File: src/pmsc_pkg.sv
// Shared constants and types for the periodic memory parity scan block.
// Assumes a single 200 MHz clock domain and a classic Wishbone register bus.
package pmsc_pkg;
    localparam int unsigned CLK_HZ = 200_000_000;
    localparam int unsigned SCAN_INTERVAL_S = 3;
    localparam longint unsigned SCAN_INTERVAL_CYC_L = longint'(SCAN_INTERVAL_S) * longint'(CLK_HZ);
    localparam int unsigned SCAN_INTERVAL_CYC = 32'(SCAN_INTERVAL_CYC_L);
    localparam int unsigned MINOR_CLKS_DEF = 4;
    localparam logic [3:0] SLOT_LAST = 4'h9;
    localparam logic [3:0] START_SLOT = 4'h0;
    localparam int unsigned DIG_W = 7;
    localparam logic [9:0] CHAN_FIRST = 10'h000;
    localparam logic [9:0] CHAN_STEP = 10'h00A;
    localparam logic [9:0] CHAN_LAST = 10'h3DE;
    localparam logic [3:0] PC_STAGE1 = 4'h0;
    localparam logic [3:0] PC_STAGE2 = 4'h1;
    localparam logic [3:0] PC_STAGE3 = 4'h2;
    localparam logic [7:0] ORD_PRINT = 8'h50;
    localparam logic [7:0] ORD_TS_Y = 8'h59;
    localparam logic [7:0] ORD_TS_Z = 8'h5A;
    localparam logic [7:0] ADR_CTRL = 8'h00;
    localparam logic [7:0] ADR_STATUS = 8'h04;
    localparam logic [7:0] ADR_STATIC = 8'h08;
    localparam logic [7:0] ADR_CHAN = 8'h0C;
    localparam int unsigned CTL_CONT = 0;
    localparam int unsigned CTL_ONE_INSTR = 1;
    localparam int unsigned CTL_RETAIN = 2;
    localparam int unsigned CTL_START = 3;
    localparam int unsigned CTL_TS_CLR = 4;
    localparam int unsigned CTL_SPACE = 5;
    localparam logic [2:0] CTRL_RST = 3'h0;
    localparam logic [1:0] CYC_RST = 2'h0;

    typedef struct packed {
        logic [7:0] order;
        logic chk;
        logic [9:0] addr;
    } pmsc_instr_t;

    localparam pmsc_instr_t INSTR_RST = '{order: 8'h00, chk: 1'b0, addr: 10'h000};

    typedef enum logic [6:0] {
        ST_IDLE = 7'h01,
        ST_S1 = 7'h02,
        ST_S2 = 7'h04,
        ST_TO = 7'h08,
        ST_S3 = 7'h10,
        ST_PTS = 7'h20,
        ST_PXF = 7'h40
    } pmsc_state_t;
endpackage

File: src/pmsc_parity.sv
// Odd-pulse checker for one memory digit.
// Assumes the digit carries its own check pulse, so a good digit has an odd count.
`timescale 1ns/1ps
`default_nettype none
module pmsc_parity #(
    parameter int unsigned W = 7
) (
    input wire logic [W-1:0] digit_i,
    input wire logic vld_i,
    output logic bad_o
);
    logic [W:0] acc;
    assign acc[0] = 1'b0;
    for (genvar b = 0; b < W; b++) begin : g_bit
        assign acc[b+1] = acc[b] ^ digit_i[b];
    end
    assign bad_o = vld_i & ~acc[W];
endmodule // pmsc_parity
`default_nettype wire

File: src/pmsc_timer.sv
// Minor-cycle slot counter and the scan interval timer.
// Assumes one clock; the interval only counts while enabled.
`timescale 1ns/1ps
`default_nettype none
module pmsc_timer import pmsc_pkg::*; #(
    parameter int unsigned INTERVAL = SCAN_INTERVAL_CYC,
    parameter int unsigned MINOR_CLKS = MINOR_CLKS_DEF
) (
    input wire logic clk_i,
    input wire logic rst_i,
    input wire logic en_i,
    output logic [3:0] slot_o,
    output logic scan_tick_o
);
    logic [31:0] ivl_q;
    logic [15:0] sub_q;

    always_ff @(posedge clk_i) begin
        if (rst_i) begin
            sub_q <= 16'h0000;
            slot_o <= 4'h0;
        end else if (sub_q == 16'(MINOR_CLKS - 1)) begin
            sub_q <= 16'h0000;
            slot_o <= (slot_o == SLOT_LAST) ? 4'h0 : slot_o + 4'h1;
        end else begin
            sub_q <= sub_q + 16'h0001;
        end
    end

    always_ff @(posedge clk_i) begin
        if (rst_i || !en_i) begin
            ivl_q <= 32'h0000_0000;
            scan_tick_o <= 1'b0;
        end else if (ivl_q == 32'(INTERVAL - 1)) begin
            ivl_q <= 32'h0000_0000;
            scan_tick_o <= 1'b1;
        end else begin
            ivl_q <= ivl_q + 32'h0000_0001;
            scan_tick_o <= 1'b0;
        end
    end
endmodule // pmsc_timer
`default_nettype wire

File: src/pmsc_top.sv
// Periodic memory parity scan, print-path check and time-selection start logic.
// Assumes memory streams digits while mem_rd_o is high and flags each check period end.
`timescale 1ns/1ps
`default_nettype none
module pmsc_top import pmsc_pkg::*; #(
    parameter int unsigned SCAN_INTERVAL = SCAN_INTERVAL_CYC,
    parameter int unsigned MINOR_CLKS = MINOR_CLKS_DEF
) (
    input wire logic clk_i,
    input wire logic rst_i,
    input wire logic wb_cyc_i,
    input wire logic wb_stb_i,
    input wire logic wb_we_i,
    input wire logic [7:0] wb_adr_i,
    input wire logic [31:0] wb_dat_i,
    input wire logic [3:0] wb_sel_i,
    output logic [31:0] wb_dat_o,
    output logic wb_ack_o,
    input wire logic fetch_req_i,
    input wire logic [DIG_W-1:0] mem_digit_i,
    input wire logic mem_dig_vld_i,
    input wire logic mem_done_i,
    output logic mem_rd_o,
    output logic [9:0] mem_addr_o,
    output logic [DIG_W-1:0] prn_digit_o,
    output logic prn_valid_o,
    output logic fetch_hold_o,
    output logic scan_pending_o,
    output logic parity_err_o,
    output logic stall_o,
    output logic [3:0] pc_o,
    output logic [1:0] ts_flag_o
);
    if (MINOR_CLKS < 2) begin : g_bad_minor
        $error("MINOR_CLKS must be at least 2");
    end
    if (SCAN_INTERVAL < 1) begin : g_bad_ivl
        $error("SCAN_INTERVAL must be at least 1");
    end

    pmsc_state_t state_q, state_d;
    pmsc_instr_t sr_q;
    logic [9:0] cr_q, nxt_chan, base, word_addr;
    logic [2:0] ctrl_q;
    logic [1:0] cyc_q;
    logic [3:0] slot, wdig;
    logic start_p_q, tsclr_p_q, space_p_q, fired_q, scan_tick, bad_now;
    logic req, wr, scanning_d, last_chan, chan_end;
    logic [31:0] wmask, rdat;

    pmsc_timer #(
        .INTERVAL(SCAN_INTERVAL),
        .MINOR_CLKS(MINOR_CLKS)
    ) u_timer (
        .clk_i(clk_i),
        .rst_i(rst_i),
        .en_i(ctrl_q[CTL_CONT] && !scan_pending_o && state_q == ST_IDLE),
        .slot_o(slot),
        .scan_tick_o(scan_tick)
    );

    pmsc_parity #(
        .W(DIG_W)
    ) u_parity (
        .digit_i(mem_digit_i),
        .vld_i(mem_dig_vld_i && mem_rd_o),
        .bad_o(bad_now)
    );

    assign req = wb_cyc_i && wb_stb_i && !wb_ack_o;
    assign wr = req && wb_we_i;
    for (genvar l = 0; l < 4; l++) begin : g_lane
        assign wmask[8*l+7:8*l] = {8{wb_sel_i[l]}};
    end
    assign last_chan = (cr_q == CHAN_LAST);
    assign nxt_chan = last_chan ? CHAN_FIRST : cr_q + CHAN_STEP;
    assign chan_end = (state_q == ST_S2) && mem_done_i;
    assign wdig = 4'(sr_q.addr % CHAN_STEP);
    assign base = sr_q.addr - {6'h00, wdig};
    assign word_addr = base + {6'h00, slot};
    assign scanning_d = (state_d == ST_S1) || (state_d == ST_S2) ||
                        (state_d == ST_TO) || (state_d == ST_S3);

    always_comb begin
        state_d = state_q;
        case (state_q)
            ST_IDLE: begin
                if (scan_pending_o && fetch_req_i && !stall_o) begin
                    state_d = ST_S1;
                end else if (start_p_q && sr_q.order == ORD_PRINT) begin
                    state_d = ST_PTS;
                end
            end
            ST_S1: state_d = ST_S2;
            ST_S2: begin
                if (mem_done_i) begin
                    state_d = last_chan ? ST_S3 : ST_TO;
                end
            end
            ST_TO: begin
                if (!stall_o) begin
                    state_d = ST_S2;
                end
            end
            ST_S3: begin
                if (!stall_o) begin
                    state_d = ST_IDLE;
                end
            end
            ST_PTS: begin
                if (fired_q && ts_flag_o == 2'b11) begin
                    state_d = ST_PXF;
                end
            end
            ST_PXF: begin
                if (mem_done_i) begin
                    state_d = ST_IDLE;
                end
            end
            default: state_d = ST_IDLE;
        endcase
    end

    always_ff @(posedge clk_i) begin
        if (rst_i) begin
            state_q <= ST_IDLE;
        end else begin
            state_q <= state_d;
        end
    end

    always_ff @(posedge clk_i) begin
        if (rst_i) begin
            ctrl_q <= CTRL_RST;
            start_p_q <= 1'b0;
            tsclr_p_q <= 1'b0;
            space_p_q <= 1'b0;
        end else begin
            start_p_q <= 1'b0;
            tsclr_p_q <= 1'b0;
            space_p_q <= 1'b0;
            if (wr && wb_adr_i == ADR_CTRL && wb_sel_i[0]) begin
                ctrl_q <= wb_dat_i[2:0];
                start_p_q <= wb_dat_i[CTL_START];
                tsclr_p_q <= wb_dat_i[CTL_TS_CLR];
                space_p_q <= wb_dat_i[CTL_SPACE];
            end
        end
    end

    // The scan owns the static register while it runs, so operator writes are dropped.
    always_ff @(posedge clk_i) begin
        if (rst_i) begin
            sr_q <= INSTR_RST;
            cr_q <= CHAN_FIRST;
        end else if (state_q == ST_S1) begin
            sr_q <= INSTR_RST;
            cr_q <= CHAN_FIRST;
        end else if (chan_end) begin
            cr_q <= nxt_chan;
            sr_q.addr <= nxt_chan;
        end else if (wr && wb_adr_i == ADR_STATIC && state_q == ST_IDLE) begin
            sr_q <= pmsc_instr_t'((wb_dat_i & wmask) | ({13'h0000, sr_q} & ~wmask));
        end
    end

    always_ff @(posedge clk_i) begin
        if (rst_i) begin
            scan_pending_o <= 1'b0;
        end else if (scan_tick) begin
            scan_pending_o <= 1'b1;
        end else if (state_q == ST_S3 && !stall_o) begin
            scan_pending_o <= 1'b0;
        end
    end

    // Error flag: a new bad digit wins over the resume that clears it.
    always_ff @(posedge clk_i) begin
        if (rst_i) begin
            parity_err_o <= 1'b0;
        end else if (bad_now) begin
            parity_err_o <= 1'b1;
        end else if (start_p_q || space_p_q) begin
            parity_err_o <= 1'b0;
        end
    end

    always_ff @(posedge clk_i) begin
        if (rst_i) begin
            stall_o <= 1'b0;
        end else if (chan_end && (parity_err_o || bad_now)) begin
            stall_o <= 1'b1;
        end else if (state_q == ST_PXF && bad_now) begin
            stall_o <= 1'b1;
        end else if (state_q == ST_S3 && !stall_o && ctrl_q[CTL_ONE_INSTR]) begin
            stall_o <= 1'b1;
        end else if (start_p_q && state_q != ST_PXF) begin
            stall_o <= 1'b0;
        end else if (space_p_q && state_q == ST_PXF) begin
            stall_o <= 1'b0;
        end
    end

    always_ff @(posedge clk_i) begin
        if (rst_i) begin
            fired_q <= 1'b0;
        end else if (state_q != ST_PTS) begin
            fired_q <= 1'b0;
        end else if (slot == START_SLOT) begin
            fired_q <= 1'b1;
        end
    end

    // Flag 1 is the checked comparison; flag 0 trusts the digit as it stands.
    always_ff @(posedge clk_i) begin
        if (rst_i) begin
            ts_flag_o <= 2'b00;
        end else if (start_p_q && state_q == ST_IDLE && !ctrl_q[CTL_CONT] &&
                     (sr_q.order == ORD_TS_Y || sr_q.order == ORD_TS_Z)) begin
            ts_flag_o <= 2'b11;
        end else if (state_q == ST_PTS && fired_q && slot == wdig) begin
            ts_flag_o[0] <= 1'b1;
            ts_flag_o[1] <= ^{sr_q.chk, wdig};
        end else if (tsclr_p_q || (state_q == ST_PXF && mem_done_i)) begin
            ts_flag_o <= 2'b00;
        end
    end

    always_ff @(posedge clk_i) begin
        if (rst_i) begin
            cyc_q <= CYC_RST;
        end else if (state_q == ST_PXF && mem_done_i && !ctrl_q[CTL_RETAIN]) begin
            cyc_q <= cyc_q + 2'h1;
        end
    end

    always_ff @(posedge clk_i) begin
        if (rst_i) begin
            mem_addr_o <= CHAN_FIRST;
        end else if (state_q == ST_S1) begin
            mem_addr_o <= CHAN_FIRST;
        end else if (chan_end) begin
            mem_addr_o <= nxt_chan;
        end else if (state_q == ST_PTS && state_d != ST_PXF) begin
            mem_addr_o <= word_addr;
        end
    end

    always_ff @(posedge clk_i) begin
        if (rst_i) begin
            mem_rd_o <= 1'b0;
            fetch_hold_o <= 1'b0;
            pc_o <= PC_STAGE1;
        end else begin
            mem_rd_o <= (state_d == ST_S2) || (state_d == ST_PXF &&
                        !(state_q == ST_PXF && bad_now) &&
                        !(stall_o && !space_p_q));
            fetch_hold_o <= scanning_d;
            pc_o <= (state_d == ST_S2 || state_d == ST_TO) ? PC_STAGE2 :
                    (state_d == ST_S3) ? PC_STAGE3 : PC_STAGE1;
        end
    end

    always_ff @(posedge clk_i) begin
        if (rst_i) begin
            prn_digit_o <= '0;
            prn_valid_o <= 1'b0;
        end else begin
            prn_valid_o <= state_q == ST_PXF && mem_dig_vld_i && mem_rd_o && !bad_now;
            if (state_q == ST_PXF && mem_dig_vld_i && mem_rd_o) begin
                prn_digit_o <= mem_digit_i;
            end
        end
    end

    always_comb begin
        rdat = 32'h0000_0000;
        if (wb_adr_i == ADR_CTRL) begin
            rdat = {29'h0000_0000, ctrl_q};
        end else if (wb_adr_i == ADR_STATUS) begin
            rdat = {16'h0000, slot, fetch_hold_o, cyc_q, ts_flag_o,
                    parity_err_o, stall_o, scan_pending_o, pc_o};
        end else if (wb_adr_i == ADR_STATIC) begin
            rdat = {13'h0000, sr_q};
        end else if (wb_adr_i == ADR_CHAN) begin
            rdat = {22'h00_0000, cr_q};
        end
    end

    always_ff @(posedge clk_i) begin
        if (rst_i) begin
            wb_ack_o <= 1'b0;
            wb_dat_o <= 32'h0000_0000;
        end else begin
            wb_ack_o <= req;
            if (req && !wb_we_i) begin
                wb_dat_o <= rdat;
            end
        end
    end
endmodule // pmsc_top
`default_nettype wire

File: config.mk
export PLATFORM = sky130hd
export DESIGN_NAME = pmsc_top
export DESIGN_NICKNAME = d
export VERILOG_FILES = /design/src/pmsc_pkg.sv /design/src/pmsc_parity.sv /design/src/pmsc_timer.sv /design/src/pmsc_top.sv
export SDC_FILE = /design/constraint.sdc
export NUM_CORES = 1
export LEC_CHECK = 0
export ABC_AREA = 0
export BUFFER_PORTS_ARGS = -buffer_cell sky130_fd_sc_hd__buf_4
export CORE_ASPECT_RATIO = 1.1
export CORE_MARGIN = 4
export CORE_UTILIZATION = 38
export DETAILED_ROUTE_END_ITERATION = 7
export GPL_ROUTABILITY_DRIVEN = 0
export SETUP_SLACK_MARGIN = 0.4
export SYNTH_ARGS = -nofsm -noshare
export SYNTH_HDL_FRONTEND = slang
export SYNTH_SLANG_ARGS = --single-unit
File: constraint.sdc
create_clock -name clk_i -period 8.36 [get_ports clk_i]
set_input_delay 0 -clock clk_i [delete_from_list [all_inputs] [get_ports clk_i]]
set_output_delay 0 -clock clk_i [all_outputs]
set_load 0.05 [all_outputs]
==> results of run 1 <==
## critical path: cells and delay by family (launching register included)
family | cells | cell delay (ps)
AO/OA/AOI/OAI | 15 | 2950
AND/OR/NAND/NOR | 8 | 1340
buffers and inverters | 1 | 350
XOR/XNOR | 2 | 310
multiplexers | 1 | 210
flip-flops | 1 | 770
adder cells (fa/ha/maj) | 4 | 1170
## report_power, final
group / internal [mW] / switching, mW / total [mW]
logic: 0.0338 / 0.0496 / 0.0833
registers: 0.693 / 0.00229 / 0.696
clock network: 0.461 / 0.294 / 0.755
total: 1.19 / 0.346 / 1.53
## per-layer routing
metal  up-vias  global-route usage (%)
li1       3533                       -
met1      3339                   22.37
met2       176                   31.90
met3        25                   4.071
met4         0                   5.527
met5         -                       0
## layout make-up
class | count | area, µm² | area share, %
clock buffers | 22 | 474.2 | 4.963
inverters | 30 | 112.6 | 1.179
repair buffers | 128 | 1041 | 10.90
clock inverters | 8 | 105.1 | 1.100
multi-input cells | 732 | 4603 | 48.18
well taps | 252 | 315.3 | 3.300
flip-flops and latches | 145 | 2903 | 30.38
## logic make-up (layout without fill, tap and decap cells)
kind of cell               count (synthesis)  in the layout  synth area share (%)
AOI/OAI and AO/OA                        206            206                 16.93
buffers and inverters                     94            188                 5.384
and+or+nand+nor                          369            369                 23.05
other                                      1             15               0.04760
DFF                                      145            145                 36.85
adders and majority gates                 25             25                 4.034
xor gates and xnor gates                  85             85                 9.450
muxes                                     32             32                 4.257
## layout by cell type (no fill, tap or decap), drive strengths merged, types with 30 or more instances in the layout
cell type | synthesis | layout
buf | 23 | 96
nor2 | 145 | 145
dfxtp | 145 | 145
o21ai | 59 | 59
nand2 | 60 | 60
mux2i | 30 | 30
xor2 | 41 | 41
dlygate4sd3 | 0 | 32
nand3 | 41 | 41
a21oi | 63 | 63
xnor2 | 44 | 44
inv | 29 | 30
## cell usage after synthesis (9+ instances only)
cell      number
nand3_1       40
mux2i_1       29
ha_1          23
nor2_1       143
o21ai_0       58
nor2b_1       10
xnor2_1       44
a21oi_1       63
buf_4         16
nand4_1       12
a22oi_1       11
nor4_1        11
and2_1         9
inv_1         29
dfxtp_1      145
xor2_1        41
and3_1        19
clkbuf_1      41
nor3_1        13
nand2_1       59
## worst max-delay path by stage
stage          start  depth (start not counted)  slack (ps)                    endpoint
6_report        flop                         31        1180  mem_addr_o[9]$_SDFFE_PP0P_
5_1_grt         flop                         31         570  mem_addr_o[9]$_SDFFE_PP0P_
4_1_cts         flop                         31        1250  mem_addr_o[9]$_SDFFE_PP0P_
3_5_place_dp    flop                         31        1270  mem_addr_o[9]$_SDFFE_PP0P_
3_3_place_gp    flop                         31        1380  mem_addr_o[9]$_SDFFE_PP0P_
2_1_floorplan   flop                         33        2500  mem_addr_o[9]$_SDFFE_PP0P_
## what timing repair did
item,in CTS,in global routing
hold buffers,32,0
endpoints found under the setup margin,0,0
endpoints found under the hold margin,38,0
==> results.txt, run 1 <==
Height of the die: 159.0 µm
GRT Resource Usage Total: 18.22%
Post-synth EDFFs: 0
Core area: 20130 µm²
Number of library cell types mapped by synthesis: 83
Total power draw: 1.534 mW
Largest net degree at the start of global routing: 53
Routed Antenna Nets: 0
Grt ovf: 0
CTS root buf: clkbuf_16
Layout cell share with drive strength beyond 1: 13.90%
YS warnings: 0
First-pass iteration count of the detailed router: 5
R2R Setup Slk: 1180 ps
TritonCTS Buffers: 17
Row count: 54
Ys flop type: dfxtp_1
Die area: 23100 µm²
Fin crit share: 85.91%
CTS Buffer Depth: 2
DRT iter0 DRCs: 475
Max incr delay on CP: 770 ps
RSZ-0062 raised after global routing: false
Finished Layout Cells: 1317
Design area: 9554 µm²
DR top layer: met4
Clk_lat worst skew: 410 ps
Routed vias: 7073
Worst-path clk slew: 60 ps
Die X-Extent: 145.3 µm
Final setup fails: 0
Drt drc: 0
Sequential cell area fraction in the yosys report: 36.85%
Max-slew violations: 0
Hold WC Path Type: input pin to flop
Fillers: 1983
Pwr Density: 160.5 nW/µm²
H-tree depth: 4
Port Buffers: 91
Worst R2R Path Depth: 31
Synthesized area: 7878 µm²
Cell taking the most area after synthesis: dfxtp_1
Fin Setup TNS: 0 ps
#FFs+latches synth: 145
Hold_ws: 31.83 ps
Area contributors post-synth: dfxtp_1, nor2_1, xnor2_1
Final min period: 7182 ps
CP max-delay cell: dfxtp_1
Final WS setup: 1178 ps
Status: finished, final reports clean
Critical Path End Type: flop
Antenna cells: 0
Layout area overhead: 21.28%
FFs w/ async S/R, synth: 0%
First-pass GRT wire length: 34.62 mm
CP arrival: 7530 ps
Final wirelength: 21.40 mm
Hold Crit Depth: 4
Worst vdd ir: 147.6 µV
Worst-path fanout max: 17
Placed Cells: 1255
Syn_area_per_cell: 8.232 µm²
Wire length on met3: 1.027 mm
WL met2: 10.67 mm
Initial antenna violation count: 0
Setup bufs post-CTS: 0
CTS resizes: 0
Clock sinks: 145
CTS tree: done
Placed instance area: 8655 µm²
Worst-Margin Slew: 864.5 ps
Critical Path Most Common Cell: a21oi_1
Setup WS pre-CTS: 1275 ps
Highest Clock Rate: 139.2 MHz
Vias/cell: 5.371
Initial core utilization: 39.13%
Drt wl/cell: 16.25 µm
Final hold violation count: 0
Clock Skew: 9.969 ps
CP Launch Type: flop
Final core occ: 47.45%
Post-synth top area share: 36.85%
Max-cap viol count: 0
Lkg Pwr: 3.857 nW
CP required: 8700 ps
M1 WL: 9.256 mm
Relative slew slack: 42.36%
Critical Setup Path Class: flop to flop
R2R Path End: mem_addr_o[9]$_SDFFE_PP0P_
Nets@finish: 1137
Cells after Synth: 957
Post-DP HPWL: 15.48 mm
# IOs: 121
Vias in the first global route: 6705
Worst Min Path Start: wb_sel_i[2]
No activity file was read; power rests on OpenSTA's default activity.
==> run 2, diff against run 1 <==
--- a/config.mk
+++ b/config.mk
@@ -8,7 +8,6 @@
 export ABC_AREA = 0
 export BUFFER_PORTS_ARGS = -buffer_cell sky130_fd_sc_hd__buf_4
 export CORE_ASPECT_RATIO = 1.1
-export CORE_MARGIN = 4
 export CORE_UTILIZATION = 38
 export DETAILED_ROUTE_END_ITERATION = 7
 export GPL_ROUTABILITY_DRIVEN = 0
==> results.txt, run 2 (synthesized netlist as in run 1, its figures left out) <==
CTS Buffer Depth: 2
Layout cell share with drive strength beyond 1: 14.02%
Worst Min Path Start: rst_i
Area of the multi-input gates: 4603 µm²
Critical Path Most Common Cell: a21oi_1
Placed Cells: 1254
Layout area overhead: 22.06%
Initial core utilization: 39.26%
Final wirelength: 21.15 mm
Routed Antenna Nets: 0
Antenna cells: 0
Pwr Density: 163.1 nW/µm²
GRT Resource Usage Total: 20.05%
Finished Layout Cells: 1322
Flip-flop and latch area: 2903 µm²
CP required: 8660 ps
CP max-delay cell: dfxtp_1
Final setup fails: 0
Final hold violation count: 0
Relative slew slack: 33.83%
Routed vias: 7083
H-tree depth: 4
Largest net degree at the start of global routing: 53
CTS tree: done
Grt ovf: 0
Hold WC Path Type: input pin to flop
Setup bufs post-CTS: 0
Initial antenna violation count: 0
Drt wl/cell: 15.99 µm
CP arrival: 7490 ps
Core area: 20070 µm²
Nets@finish: 1140
Post-DP HPWL: 15.19 mm
Worst-path clk slew: 70 ps
Critical Path End Type: flop
DRT iter0 DRCs: 361
Clk_lat worst skew: 420 ps
Most frequent cells in the layout: dfxtp_1, nor2_1, buf_4, a21oi_1, nand2_1
Height of the die: 153.0 µm
Critical Setup Path Class: flop to flop
CP Launch Type: flop
First-pass iteration count of the detailed router: 5
Worst vdd ir: 126.9 µV
Max-cap viol count: 0
Row count: 54
Fillers: 1965
Die X-Extent: 139.3 µm
# IOs: 121
CTS root buf: clkbuf_16
Vias/cell: 5.358
Drt drc: 0
Crit path max-delay family: compound AO/OA/AOI/OAI gates
Status: finished, final reports clean
Max-slew violations: 0
Die area: 21310 µm²
Worst-path fanout max: 17
Final min period: 7195 ps
TritonCTS Buffers: 17
Vias in the first global route: 6677
Fin Setup TNS: 0 ps
WP buf/inv: 1
Port Buffers: 91
Most common cell after layout, fill and taps aside: dfxtp_1
First-pass GRT wire length: 34.00 mm
Max incr delay on CP: 770 ps
Worst-Margin Slew: 988.0 ps
RSZ-0062 raised after global routing: false
Lkg Pwr: 3.873 nW
Fin crit share: 86.07%
Clock sinks: 145
Clock Skew: 9.059 ps
Highest Clock Rate: 139.0 MHz
[run 2: cell types whose count changed in the layout (fill, tap and decap cells not counted), sizes merged]
cell	delta
dlygate4sd3	+4
inv	+3
clkinv	+2
buf	-1
clkbuf	-4
bufinv	+1
[run 2: layout make-up]
class	count	area share (%)
inverters	30	1.171
repair buffers	131	11.16
clock inverters	14	1.861
flip-flops and latches	145	30.19
well taps	252	3.279
clock buffers	18	4.463
multi-input cells	732	47.87
[run 2: what timing repair did]
item | CTS | global route
hold buffers | 36 | 0
endpoints found under the hold margin | 39 | 0
gates resized for setup | 0 | 0
[run 2: per-layer routing]
layer,vias up,global-route usage (%),wire [µm]
met2,193,33.86,10320
li1,3543,-,-
met4,0,9.524,613
met5,-,0,0
met1,3314,24.28,9177
met3,33,4.135,1034
[run 2: stage by stage]
stage                     hold slack, ps  worst slack, ps  total power [mW]  util (%)  cell area [µm²]
after floorplan                    86.50             2497            0.7599         -             7930
after global placement             231.3             1341            0.7819     43.09             8647
after detailed placement           239.7             1293            0.7819     43.09             8647
after CTS                          47.00             1263             1.583     47.92             9615
after global routing               62.86            499.7             1.619     47.92             9615
final                              53.63             1165             1.568     47.92             9615
[run 2: power breakdown]
| group | internal, mW | switching [mW] | total, mW |
|---|---|---|---|
| Combinational | 0.0341 | 0.0498 | 0.0840 |
| Sequential | 0.693 | 0.00233 | 0.695 |
| Clock | 0.474 | 0.315 | 0.789 |
| Total | 1.20 | 0.367 | 1.57 |
[run 2: path summary, 6_finish.rpt]
path | slack [ps] | end | cells after the start
worst min-delay path | 50 | prn_digit_o[6]$_SDFFE_PP0P_ | 2
worst min register to register | 440 | u_timer.ivl_q[0]$_SDFF_PP0_ | 1
worst max-delay path | 1160 | mem_addr_o[9]$_SDFFE_PP0P_ | 31
worst max register to register | 1160 | mem_addr_o[9]$_SDFFE_PP0P_ | 31
